### config.mk
export PLATFORM = sky130hd
export DESIGN_NAME = ulrc_top
export DESIGN_NICKNAME = d
export VERILOG_FILES = /design/src/ulrc_pkg.sv /design/src/ulrc_top.sv
export SDC_FILE = /design/constraint.sdc
export NUM_CORES = 1
export LEC_CHECK = 0
export CAP_MARGIN = 5
export CORE_AREA = 4 4 113 115
export CTS_BUF_LIST = sky130_fd_sc_hd__clkbuf_2
export DETAILED_ROUTE_END_ITERATION = 16
export DIE_AREA = 0 0 117 119
export DONT_BUFFER_PORTS = 1
export HOLD_SLACK_MARGIN = 0.05
export PLACE_DENSITY = 0.4
export RECOVER_POWER = 100
export SLEW_MARGIN = 20
export SYNTH_ARGS = -nofsm -noshare
export SYNTH_HDL_FRONTEND = slang
export SYNTH_SLANG_ARGS = --single-unit
### constraint.sdc
create_clock -name clk_sys -period 3.1 [get_ports clk_sys]
set_input_delay 0.31 -clock clk_sys [delete_from_list [all_inputs] [get_ports clk_sys]]
set_output_delay 0.31 -clock clk_sys [all_outputs]
set_load 0.02 [all_outputs]
### src/ulrc_pkg.sv
// Constants and types shared by the ULPI resume / OTG / serial-mode block.
// Assumes an 8-bit register port with three word offsets and an 8-bit link data bus.
package ulrc_pkg;

    ////////////////////////////////////////////////////////////////////////////
    // Register offsets
    localparam logic [3:0] OFS_CTRL   = 4'h0;
    localparam logic [3:0] OFS_IFACE  = 4'h1;
    localparam logic [3:0] OFS_STATUS = 4'h2;

    // Control register fields
    localparam int CTRL_OPERATING_MODE_FIELD_LSB = 0;
    localparam int CTRL_XSEL_LSB   = 2;
    localparam int CTRL_TERM_BIT   = 4;
    localparam int CTRL_AWAKE_BIT  = 5;
    localparam int CTRL_IDPU_BIT   = 6;
    localparam int CTRL_HOST_BIT   = 7;

    // Interface control fields
    localparam int IFACE_SIX_BIT   = 0;
    localparam int IFACE_THREE_BIT = 1;

    // Comparator vector positions
    localparam int CMP_AVLD_BIT = 0;
    localparam int CMP_SVLD_BIT = 1;
    localparam int CMP_SEND_BIT = 2;
    localparam int CMP_ID_BIT   = 3;

    // Values after reset
    localparam logic [7:0] CTRL_RESET  = 8'h19;
    localparam logic [1:0] IFACE_RESET = 2'h0;

    // Operating mode encodings
    localparam logic [1:0] OPM_NORMAL  = 2'h0;
    localparam logic [1:0] OPM_NODRIVE = 2'h1;
    localparam logic [1:0] OPM_CHIRP   = 2'h2;
    localparam logic [1:0] OPM_NOSYNC  = 2'h3;

    // Link data patterns
    localparam logic [1:0] TXCMD_PREFIX = 2'h1;
    localparam logic [7:0] DAT_NOSTUFF  = 8'hfe;
    localparam logic [7:0] DAT_NOEOP    = 8'h00;
    localparam logic [7:0] PID_SOF      = 8'ha5;
    localparam logic [1:0] LS_K         = 2'h1;

    // Synchroniser depth for pins and link clock
    localparam int SYNC_DEPTH = 3;

    ////////////////////////////////////////////////////////////////////////////
    // Enumerations
    typedef enum logic [2:0] {
        EOP_NONE,
        EOP_NORMAL,
        EOP_NOSTUFF,
        EOP_LONG,
        EOP_RESUME
    } ulrc_eop_t;

    typedef enum logic [1:0] {
        TX_IDLE,
        TX_PID,
        TX_DATA
    } ulrc_tx_t;

endpackage : ulrc_pkg

### src/ulrc_top.sv
// Device-side ULPI logic: resume EOP, no-auto-SYNC/EOP mode, OTG change reports, serial modes.
// Assumes link and analog inputs are asynchronous to clk_sys and are sampled by it.
//
// The implementer's own choices: the address map and the strobed register port.
`timescale 1ns/100ps

module ulrc_top (
    // System clock and reset
    input  wire logic        clk_sys,
    input  wire logic        arst_n,
    // Register port
    input  wire logic [3:0]  reg_addr,
    input  wire logic [7:0]  reg_wdata,
    input  wire logic        reg_wr,
    input  wire logic        reg_rd,
    output logic      [7:0]  reg_rdata,
    // Link side; inputs asynchronous to clk_sys, receive command outputs registered on it
    input  wire logic        link_clk,
    input  wire logic [7:0]  link_data,
    input  wire logic        link_stp,
    output logic             rxcmd_valid,
    output logic      [7:0]  rxcmd_byte,
    // Analog front end, asynchronous
    input  wire logic [1:0]  line_state_field,
    input  wire logic        a_device_supply_valid,
    input  wire logic        session_valid_indication,
    input  wire logic        session_end_indication,
    input  wire logic        id_pin,
    // Transmitter controls
    output logic             tx_start,
    output logic             sync_auto,
    output logic             nrzi_stuff_en,
    output logic             eop_strobe,
    output ulrc_pkg::ulrc_eop_t eop_kind,
    // Static controls
    output logic      [1:0]  operating_mode_field,
    output logic      [1:0]  transceiver_speed_select,
    output logic             termination_select,
    output logic             low_power_exit_bit,
    output logic             id_sense_pullup_enable,
    output logic             six_pin_serial_active,
    output logic             three_pin_serial_active
);

    ////////////////////////////////////////////////////////////////////////////
    // State
    typedef struct packed {
        logic [7:0]                                  ctrl;
        logic [1:0]                                  iface;
        logic [7:0]                                  rd_data;
        logic [ulrc_pkg::SYNC_DEPTH-1:0]             lclk_sy;
        logic [ulrc_pkg::SYNC_DEPTH-1:0]             stp_sy;
        logic [ulrc_pkg::SYNC_DEPTH-1:0][7:0]        data_sy;
        logic [ulrc_pkg::SYNC_DEPTH-1:0][3:0]        cmp_sy;
        logic [ulrc_pkg::SYNC_DEPTH-1:0][1:0]        ls_sy;
        logic                                        lclk_q;
        logic [3:0]                                  cmp_q;
        logic [1:0]                                  ls_q;
        logic                                        pend;
        logic                                        rx_valid;
        logic [7:0]                                  rx_byte;
        ulrc_pkg::ulrc_tx_t                          tx_st;
        logic                                        sof;
        logic                                        resume_drv;
        logic                                        eop_stb;
        ulrc_pkg::ulrc_eop_t                         eop_kind;
        logic                                        tx_start;
        logic                                        sync_auto;
        logic                                        enc_en;
        logic                                        six;
        logic                                        three;
    } ulrc_state_t;

    ulrc_state_t st_r;
    ulrc_state_t st_nxt;

    ////////////////////////////////////////////////////////////////////////////
    // Decoding
    function automatic logic [1:0] vbus_code(input logic [3:0] cmp);
        if (cmp[ulrc_pkg::CMP_AVLD_BIT]) begin
            vbus_code = 2'h3;
        end else if (cmp[ulrc_pkg::CMP_SVLD_BIT]) begin
            vbus_code = 2'h2;
        end else if (!cmp[ulrc_pkg::CMP_SEND_BIT]) begin
            vbus_code = 2'h1;
        end else begin
            vbus_code = 2'h0;
        end
    endfunction : vbus_code

    // Filtered value: a change counts once the last two stages agree
    function automatic logic [3:0] settle4(input logic [3:0] s1, input logic [3:0] s2,
                                           input logic [3:0] held);
        settle4 = (s1 == s2) ? s2 : held;
    endfunction : settle4

    ////////////////////////////////////////////////////////////////////////////
    // Next-state logic
    always_comb begin
        logic       lclk_f;
        logic       ledge;
        logic [3:0] cmp_f;
        logic [3:0] cmp_ch;
        logic [1:0] ls_f;
        logic [7:0] dat;
        logic       stp;
        logic       change;
        logic       busy;
        logic [1:0] opm;
        lclk_f = 1'b0;
        ledge  = 1'b0;
        cmp_f  = 4'h0;
        cmp_ch = 4'h0;
        ls_f   = 2'h0;
        dat    = 8'h00;
        stp    = 1'b0;
        change = 1'b0;
        busy   = 1'b0;
        opm    = 2'h0;
        st_nxt = st_r;

        // Synchronisers: stage 0 feeds only stage 1
        st_nxt.lclk_sy = {st_r.lclk_sy[1:0], link_clk};
        st_nxt.stp_sy  = {st_r.stp_sy[1:0], link_stp};
        st_nxt.data_sy = {st_r.data_sy[1:0], link_data};
        st_nxt.ls_sy   = {st_r.ls_sy[1:0], line_state_field};
        st_nxt.cmp_sy  = {st_r.cmp_sy[1:0],
                          {id_pin, session_end_indication, session_valid_indication, a_device_supply_valid}};

        lclk_f = (st_r.lclk_sy[1] == st_r.lclk_sy[2]) ? st_r.lclk_sy[2] : st_r.lclk_q;
        ledge  = lclk_f & ~st_r.lclk_q;
        st_nxt.lclk_q = lclk_f;
        dat = st_r.data_sy[2];
        stp = st_r.stp_sy[2];
        opm = st_r.ctrl[ulrc_pkg::CTRL_OPERATING_MODE_FIELD_LSB +: 2];

        // Comparator and ID tracking
        cmp_f = settle4(st_r.cmp_sy[1], st_r.cmp_sy[2], st_r.cmp_q);
        ls_f  = (st_r.ls_sy[1] == st_r.ls_sy[2]) ? st_r.ls_sy[2] : st_r.ls_q;
        st_nxt.cmp_q = cmp_f;
        st_nxt.ls_q  = ls_f;
        cmp_ch = cmp_f ^ st_r.cmp_q;
        if (!st_r.ctrl[ulrc_pkg::CTRL_IDPU_BIT]) begin
            cmp_ch[ulrc_pkg::CMP_ID_BIT] = 1'b0;
        end
        change = (|cmp_ch) | (ls_f != st_r.ls_q);

        // Register writes
        if (reg_wr) begin
            case (reg_addr)
                ulrc_pkg::OFS_CTRL: begin
                    st_nxt.ctrl = reg_wdata;
                end
                ulrc_pkg::OFS_IFACE: begin
                    st_nxt.iface = reg_wdata[1:0];
                end
                default: begin
                end
            endcase
        end

        // Register reads, answered in the next cycle
        st_nxt.rd_data = 8'h00;
        if (reg_rd) begin
            case (reg_addr)
                ulrc_pkg::OFS_CTRL:   st_nxt.rd_data = st_r.ctrl;
                ulrc_pkg::OFS_IFACE:  st_nxt.rd_data = {6'h00, st_r.iface};
                ulrc_pkg::OFS_STATUS: st_nxt.rd_data = {st_r.resume_drv, st_r.tx_st != ulrc_pkg::TX_IDLE,
                                                        st_r.ls_q, st_r.cmp_q};
                default:              st_nxt.rd_data = 8'h00;
            endcase
        end

        // Serial mode select; six-pin wins if both enables are set
        st_nxt.six   = st_r.iface[ulrc_pkg::IFACE_SIX_BIT];
        st_nxt.three = st_r.iface[ulrc_pkg::IFACE_THREE_BIT] & ~st_r.iface[ulrc_pkg::IFACE_SIX_BIT];

        // Encoder controls follow the operating mode
        st_nxt.sync_auto = (opm != ulrc_pkg::OPM_NOSYNC);
        st_nxt.enc_en    = (opm != ulrc_pkg::OPM_CHIRP);

        // One-cycle strobes
        st_nxt.tx_start = 1'b0;
        st_nxt.eop_stb  = 1'b0;

        // Transmit sequencing on link clock edges
        busy = (st_r.tx_st != ulrc_pkg::TX_IDLE);
        if (ledge) begin
            case (st_r.tx_st)
                ulrc_pkg::TX_IDLE: begin
                    if (dat[7:6] == ulrc_pkg::TXCMD_PREFIX) begin
                        st_nxt.tx_start   = 1'b1;
                        st_nxt.sof        = 1'b0;
                        st_nxt.resume_drv = (opm == ulrc_pkg::OPM_CHIRP);
                        st_nxt.tx_st      = (opm == ulrc_pkg::OPM_NOSYNC) ? ulrc_pkg::TX_PID : ulrc_pkg::TX_DATA;
                        busy              = 1'b1;
                    end
                end
                ulrc_pkg::TX_PID, ulrc_pkg::TX_DATA: begin
                    if (stp) begin
                        st_nxt.eop_stb    = 1'b1;
                        st_nxt.tx_st      = ulrc_pkg::TX_IDLE;
                        st_nxt.resume_drv = 1'b0;
                        if (st_r.resume_drv) begin
                            st_nxt.eop_kind = st_r.ctrl[ulrc_pkg::CTRL_HOST_BIT] ?
                                              ulrc_pkg::EOP_RESUME : ulrc_pkg::EOP_NONE;
                        end else if (opm == ulrc_pkg::OPM_NOSYNC) begin
                            if (dat == ulrc_pkg::DAT_NOEOP) begin
                                st_nxt.eop_kind = ulrc_pkg::EOP_NONE;
                            end else if (dat == ulrc_pkg::DAT_NOSTUFF) begin
                                st_nxt.eop_kind = ulrc_pkg::EOP_NOSTUFF;
                            end else if (st_r.sof) begin
                                st_nxt.eop_kind = ulrc_pkg::EOP_LONG;
                            end else begin
                                st_nxt.eop_kind = ulrc_pkg::EOP_NONE;
                            end
                        end else begin
                            st_nxt.eop_kind = st_r.sof ? ulrc_pkg::EOP_LONG : ulrc_pkg::EOP_NORMAL;
                        end
                    end else if (st_r.tx_st == ulrc_pkg::TX_PID) begin
                        st_nxt.sof   = (dat == ulrc_pkg::PID_SOF);
                        st_nxt.tx_st = ulrc_pkg::TX_DATA;
                    end
                end
                default: begin
                    st_nxt.tx_st = ulrc_pkg::TX_IDLE;
                end
            endcase
        end

        // Receive commands: held pending while busy, issued for one link clock
        if (ledge) begin
            st_nxt.rx_valid = 1'b0;
            if ((st_r.pend | change) && !busy) begin
                st_nxt.rx_valid = 1'b1;
                st_nxt.rx_byte  = {1'b0, cmp_f[ulrc_pkg::CMP_ID_BIT], 2'h0, vbus_code(cmp_f), ls_f};
                st_nxt.pend     = 1'b0;
            end else begin
                st_nxt.pend = st_r.pend | change;
            end
        end else begin
            st_nxt.pend = st_r.pend | change;
        end
    end

    ////////////////////////////////////////////////////////////////////////////
    // State register
    always_ff @(posedge clk_sys or negedge arst_n) begin
        if (!arst_n) begin
            st_r          <= '0;
            st_r.ctrl     <= ulrc_pkg::CTRL_RESET;
            st_r.iface    <= ulrc_pkg::IFACE_RESET;
            st_r.tx_st    <= ulrc_pkg::TX_IDLE;
            st_r.eop_kind <= ulrc_pkg::EOP_NONE;
        end else begin
            st_r <= st_nxt;
        end
    end

    ////////////////////////////////////////////////////////////////////////////
    // Outputs straight from state
    assign reg_rdata                = st_r.rd_data;
    assign rxcmd_valid              = st_r.rx_valid;
    assign rxcmd_byte               = st_r.rx_byte;
    assign tx_start                 = st_r.tx_start;
    assign sync_auto                = st_r.sync_auto;
    assign nrzi_stuff_en            = st_r.enc_en;
    assign eop_strobe               = st_r.eop_stb;
    assign eop_kind                 = st_r.eop_kind;
    assign operating_mode_field     = st_r.ctrl[ulrc_pkg::CTRL_OPERATING_MODE_FIELD_LSB +: 2];
    assign transceiver_speed_select = st_r.ctrl[ulrc_pkg::CTRL_XSEL_LSB +: 2];
    assign termination_select       = st_r.ctrl[ulrc_pkg::CTRL_TERM_BIT];
    assign low_power_exit_bit       = st_r.ctrl[ulrc_pkg::CTRL_AWAKE_BIT];
    assign id_sense_pullup_enable   = st_r.ctrl[ulrc_pkg::CTRL_IDPU_BIT];
    assign six_pin_serial_active    = st_r.six;
    assign three_pin_serial_active  = st_r.three;

endmodule : ulrc_top

* After elaboration in Yosys (flattened, before gate mapping)
Index checks and enable logic that the tools add are counted.
** Storage, ports and cells
- Register bits :: 93
- Input bits :: 32
- Output and inout port bits :: 33
- Logic and storage cells :: 107
** Cells by class
- Equality and inequality tests :: 20
- Mux-type cells :: 34
- Bitwise operators :: 7
- Reduce and logical (&&, ||, !) cells :: 16
** Operators by type and width (number)
- $pmux W8 S3 :: 1
- $mux W2 :: 10
- $eq A8 B8 Y1 const B :: 2
- $mux W4 :: 3
- $ne A2 B2 Y1 const B :: 6
- $mux W1 :: 11
- $mux W5 :: 2
- $mux W3 :: 3
- $mux W9 :: 1
- $logic_not A8 Y1 :: 1
- $mux W8 :: 1
- $pmux W2 S2 :: 2
- $eq A2 B2 Y1 const B :: 3
- $reduce_and A2 Y1 :: 3
- $reduce_and A3 Y1 :: 2
- $reduce_and A5 Y1 :: 1
- $eq A2 B1 Y1 const B :: 2
- $eq A4 B1 Y1 const B :: 1
- $eq A4 B2 Y1 const B :: 1
- $eq A4 B4 Y1 :: 1
- $logic_not A4 Y1 :: 1
- $reduce_and A4 Y1 :: 1
- $reduce_bool A2 Y1 :: 2
- $reduce_or A4 Y1 :: 1
- other kinds (12) :: 15

* Depth between registers and ports, before layout
- Word-level depth :: 10
- Mapped depth :: 6
- Depth with buffers taken out :: 6

* Worst setup path before layout
OpenSTA, ideal clock, no wires.
- Path type :: reg-to-reg
- From :: register st_r[44] (netlist name)
- To :: register st_r, in the netlist rxcmd_byte[0]
- Library setup time :: 0.125 ns
- Arrival :: 1.821 ns
- Required time :: 2.975 ns
- Slack :: 1.154 ns
- Stages on the path, launching flop included :: 6
- Buffers on the path :: 0
- Clock period less this slack :: 1.946 ns
- Cell sequence :: dfrtp_1 > xnor2_1 > nand4_2 > a41o_1 > a211oi_4 > mux2_2
** Between the ends
- Cells in the longest elaborated chain, start to end :: 9
** RTL lines
- start, declared :: line ulrc_top.sv:74 : ulrc_state_t st_r;
- start signal, assigned :: line ulrc_top.sv:256 : st_r <= st_nxt;
- $eq A4 B4 Y1 :: line ulrc_top.sv:94 : settle4 = (s1 == s2) ? s2 : held;
- $mux W4 * :: line ulrc_top.sv:94
- $xor A4 B4 Y4 * :: line ulrc_top.sv:142 : cmp_ch = cmp_f ^ st_r.cmp_q;
- $mux W1 :: line ulrc_top.sv:143 : if (!st_r.ctrl[ulrc_pkg::CTRL_IDPU_BIT]) begin
- $reduce_or A4 Y1 * :: line ulrc_top.sv:146 : change = (|cmp_ch) | (ls_f != st_r.ls_q);
- $or A1 B1 Y1 * :: line ulrc_top.sv:146
- $or A1 B1 Y1 * :: line ulrc_top.sv:234 : if ((st_r.pend | change) && !busy) begin
- $logic_and A1 B1 Y1 * :: line ulrc_top.sv:234
- $reduce_and A2 Y1 (no source line) *
Mark *: on every way between the ends. The rest lies on a longest branch, timed or not.
A chain may end at the register's enable or synchronous reset.

* Worst setup path in the final report
- From :: register st_r[44] (netlist name)
- To :: register st_r, in the netlist rxcmd_byte[2]
** Between the ends
- Cells in the longest elaborated chain, start to end :: 9
- Elaborated cells between the ends (all ways) :: 12
- Classes of those cells :: eq/ne (1); mux (5); bitwise (3); reduce/logical (3)
** RTL lines (line)
- $eq A4 B4 Y1 :: ulrc_top.sv:94
- $mux W4 * :: ulrc_top.sv:94
- $xor A4 B4 Y4 :: ulrc_top.sv:142
- $mux W1 :: ulrc_top.sv:143
- $reduce_or A4 Y1 :: ulrc_top.sv:146
- $or A1 B1 Y1 :: ulrc_top.sv:146
- $or A1 B1 Y1 :: ulrc_top.sv:234
- $logic_and A1 B1 Y1 :: ulrc_top.sv:234
- $reduce_and A2 Y1 (no source line)
Marks and branches as above.

==> results.txt <==
Status: finished with violations
Failing checks: capacitance limit, slew limit
Hold Vio Cnt, Final: 0
Crit end category: flop
Yosys top cell area share: 0.651
Vias in the first global route: 2040
CP Class: flop to flop
Chip width: 117 µm
HPWL Detailed: 4230 µm
Mapped Cells: 250
Setup crit start kind: flop
Buf/Inv on CP: 0
Sequential area share after synthesis: 0.674
Critical path, cell by cell: xnor2_1, nand4_1, a41o_1, a211oi_4, mux2_2
Max-slew violation count: 94
# DRC: 0
Port-buffer cells: 0
TritonRoute pass-1 iters: 4
Gpl congestion: 0.774
Post-synth top cells: 90 x dfrtp_1, 23 x buf_4, 22 x mux2_2
Clock latency on the worst-skew pair: 0.59 ns
Rows: 40
RSZ-0062 raised after global routing: no
Detailed Route WL: 6360 µm
Antenna violations before repair: 0
Peak supply drop: 0.232 mV
Largest area contributor in the netlist: dfrtp_1
# H-tree levels: 3
Top cells by area, synth: dfrtp_1 65%, mux2_2 7.2%, buf_4 5.0%
ANT nets after route: 0
# nets final: 311
Initial drt markers: 96
Max Cap Viol: 1
#FFs+latches synth: 93
Storage cell area: 2330 µm²
First-pass GRT wire length: 10400 µm
Fmax: 436 MHz
Post-Syn Area: 3460 µm²
Number of flops mapped to enable cells by yosys: 0
Layout cells sized above 1: 0.142
Avg WL per Cell: 14.9 µm
Total GRT Usage: 0.0991
ANT cells: 0
Die height: 119 µm
Fin crit share: 0.739
Pleak: 1.66 nW
Final TNS setup: 0 ns
Multi-input gate area: 928 µm²
Final worst setup slack: 0.809 ns
Crit-path slowest cell: dfrtp_1
Crit path time final: 2.29 ns
Largest delay share family, worst path: compound AO/OA/AOI/OAI gates
Area delta synth->final: 13.2%
Worst-Margin Slew: 2.24 ns
Die area: 13900 µm²
Ys flop type: dfrtp_1
Syn. warnings: 0
Max Root-Sink Buffers: 2
CTS Buf Count: 9
Skew final: 0.0230 ns
Peak per-stage delay on the critical path: 0.50 ns
Relative slew slack: -0.490
Ports: 65
CTS Sinks: 93
CTS tree: yes
Postcts setup bufs: 0
Initial core utilization: 0.293
Post-place setup slack: 0.962 ns
Syn Area/Cell: 13.8 µm²
WP data arrival: 2.79 ns
CTS Root Cell: clkbuf_2
Largest net degree at the start of global routing: 94
GR Overflow Total: 0
Count leader, synth: dfrtp_1
Core area: 11800 µm²
Vias: 1855
Max FO, Critical Path: 9
Fillers: 1187
Post-synth cell types: 36
Hold Path Class: input pin to flop
Post-synthesis async set-or-reset flop share: 1.00
Vias per inst: 4.33
Setup Viol. Count Final: 0
Power Density: 666 nW/µm²
Post-CTS sizing: 0
WP data required: 3.60 ns
Clock transition at the registers of the reported paths: 0.26 ns
==> worst min-delay path, delay by kind of cell <==
kind / cells / cell delay, ns
AND/OR/NAND/NOR: 2 / 0.09
buffers and inverters: 1 / 0.15
AO/OA/AOI/OAI: 1 / 0.18
==> layout by cell type, fill, tap and decap left out, types with 2 or more instances in the layout <==
master / count
o21ai_0: 6
or4_1: 2
dfrtp_1: 90
a21oi_1: 10
ha_1: 3
clkbuf_2: 10
nor2_1: 12
inv_1: 5
a22oi_1: 8
inv_6: 4
xnor2_1: 11
nand2b_1: 4
nand2_1: 11
dlygate4sd3_1: 34
nand3_1: 3
mux2_2: 21
nand4_1: 2
or3_1: 2
dfstp_1: 3
conb_1: 3
nor3_1: 6
nor4_1: 2
nor2b_1: 11
==> state kept, by name (all words and copies together) (netlist names), 2 cells and up <==
name and flops:
reg_rdata 8, rxcmd_byte 5, operating_mode_field 2, transceiver_speed_select 2, eop_kind 3, st_nxt 33, st_r 30
==> through the flow <==
stage	instances	cell area (µm²)	utilization	total power [mW]	hold WS, ns
6_report	428	3920	0.331	2.61	0.159
5_1_grt	428	3920	0.331	2.79	0.119
4_1_cts	428	3950	0.335	2.68	0.0818
3_5_place_dp	377	3480	0.295	2.02	0.0178
3_3_place_gp	377	3480	0.295	2.02	0.0173
2_1_floorplan	252	3470	-	1.98	0.0144
==> worst paths after layout <==
| check | start | to | slack (ns) | cells after the start |
|---|---|---|---|---|
| max | st_r[44] | rxcmd_byte[2] | 0.81 | 5 |
| min | reg_addr[2] | reg_rdata[6] | 0.16 | 4 |
| max reg2reg | st_r[44] | rxcmd_byte[2] | 0.81 | 5 |
| min reg2reg | st_nxt[66] | st_r[66] | 0.36 | 0 |
| max in group asynchronous | arst_n | st_nxt[66] | 0.91 | 2 |
| min in group asynchronous | arst_n | reg_rdata[4] | 0.92 | 2 |
==> final cells by class <==
type,instances,area share
Inverter,5,0.00479
Clock inverter,7,0.0141
Multi-Input combinational cell,131,0.237
Sequential cell,93,0.595
Timing Repair Buffer,36,0.0901
Clock buffer,9,0.0115
Tap cell,147,0.0470
==> per-layer routing <==
metal	vias up	GRT usage	part of all wire
met1	899	0.131	0.48
met3	17	0.0295	0.058
met5	-	0	0
met4	0	0.0659	0.036
met2	56	0.138	0.42
li1	883	-	-
==> cells by family (layout without fill, tap and decap cells) <==
kind of cell               Yosys count  in the layout  share of synthesized area
DFF                                 93             93                      0.674
and+or+nand+nor                     58             58                     0.0908
AOI/OAI and AO/OA                   31             31                     0.0601
buffers and inverters               28             57                     0.0554
muxes                               23             23                     0.0745
xor gates and xnor gates            12             12                     0.0304
adders and majority gates            4              4                     0.0137
other                                1              3                    0.00108
==> timing repair <==
item / 4_1_cts / 5_1_grt
setup endpoints to repair: 0 / 0
hold endpoints to repair: 127 / 0
hold buffers: 35 / 0
==> where the power goes <==
| group | leakage, nW | internal, mW | total, mW | switching, mW |
|---|---|---|---|---|
| combinational | 0.477 | 0.204 | 0.404 | 0.200 |
| clock | 0.0613 | 0.117 | 0.562 | 0.445 |
| sequential | 1.12 | 1.39 | 1.64 | 0.253 |
| total | 1.66 | 1.71 | 2.61 | 0.898 |
(Power assumes the default switching activity.)
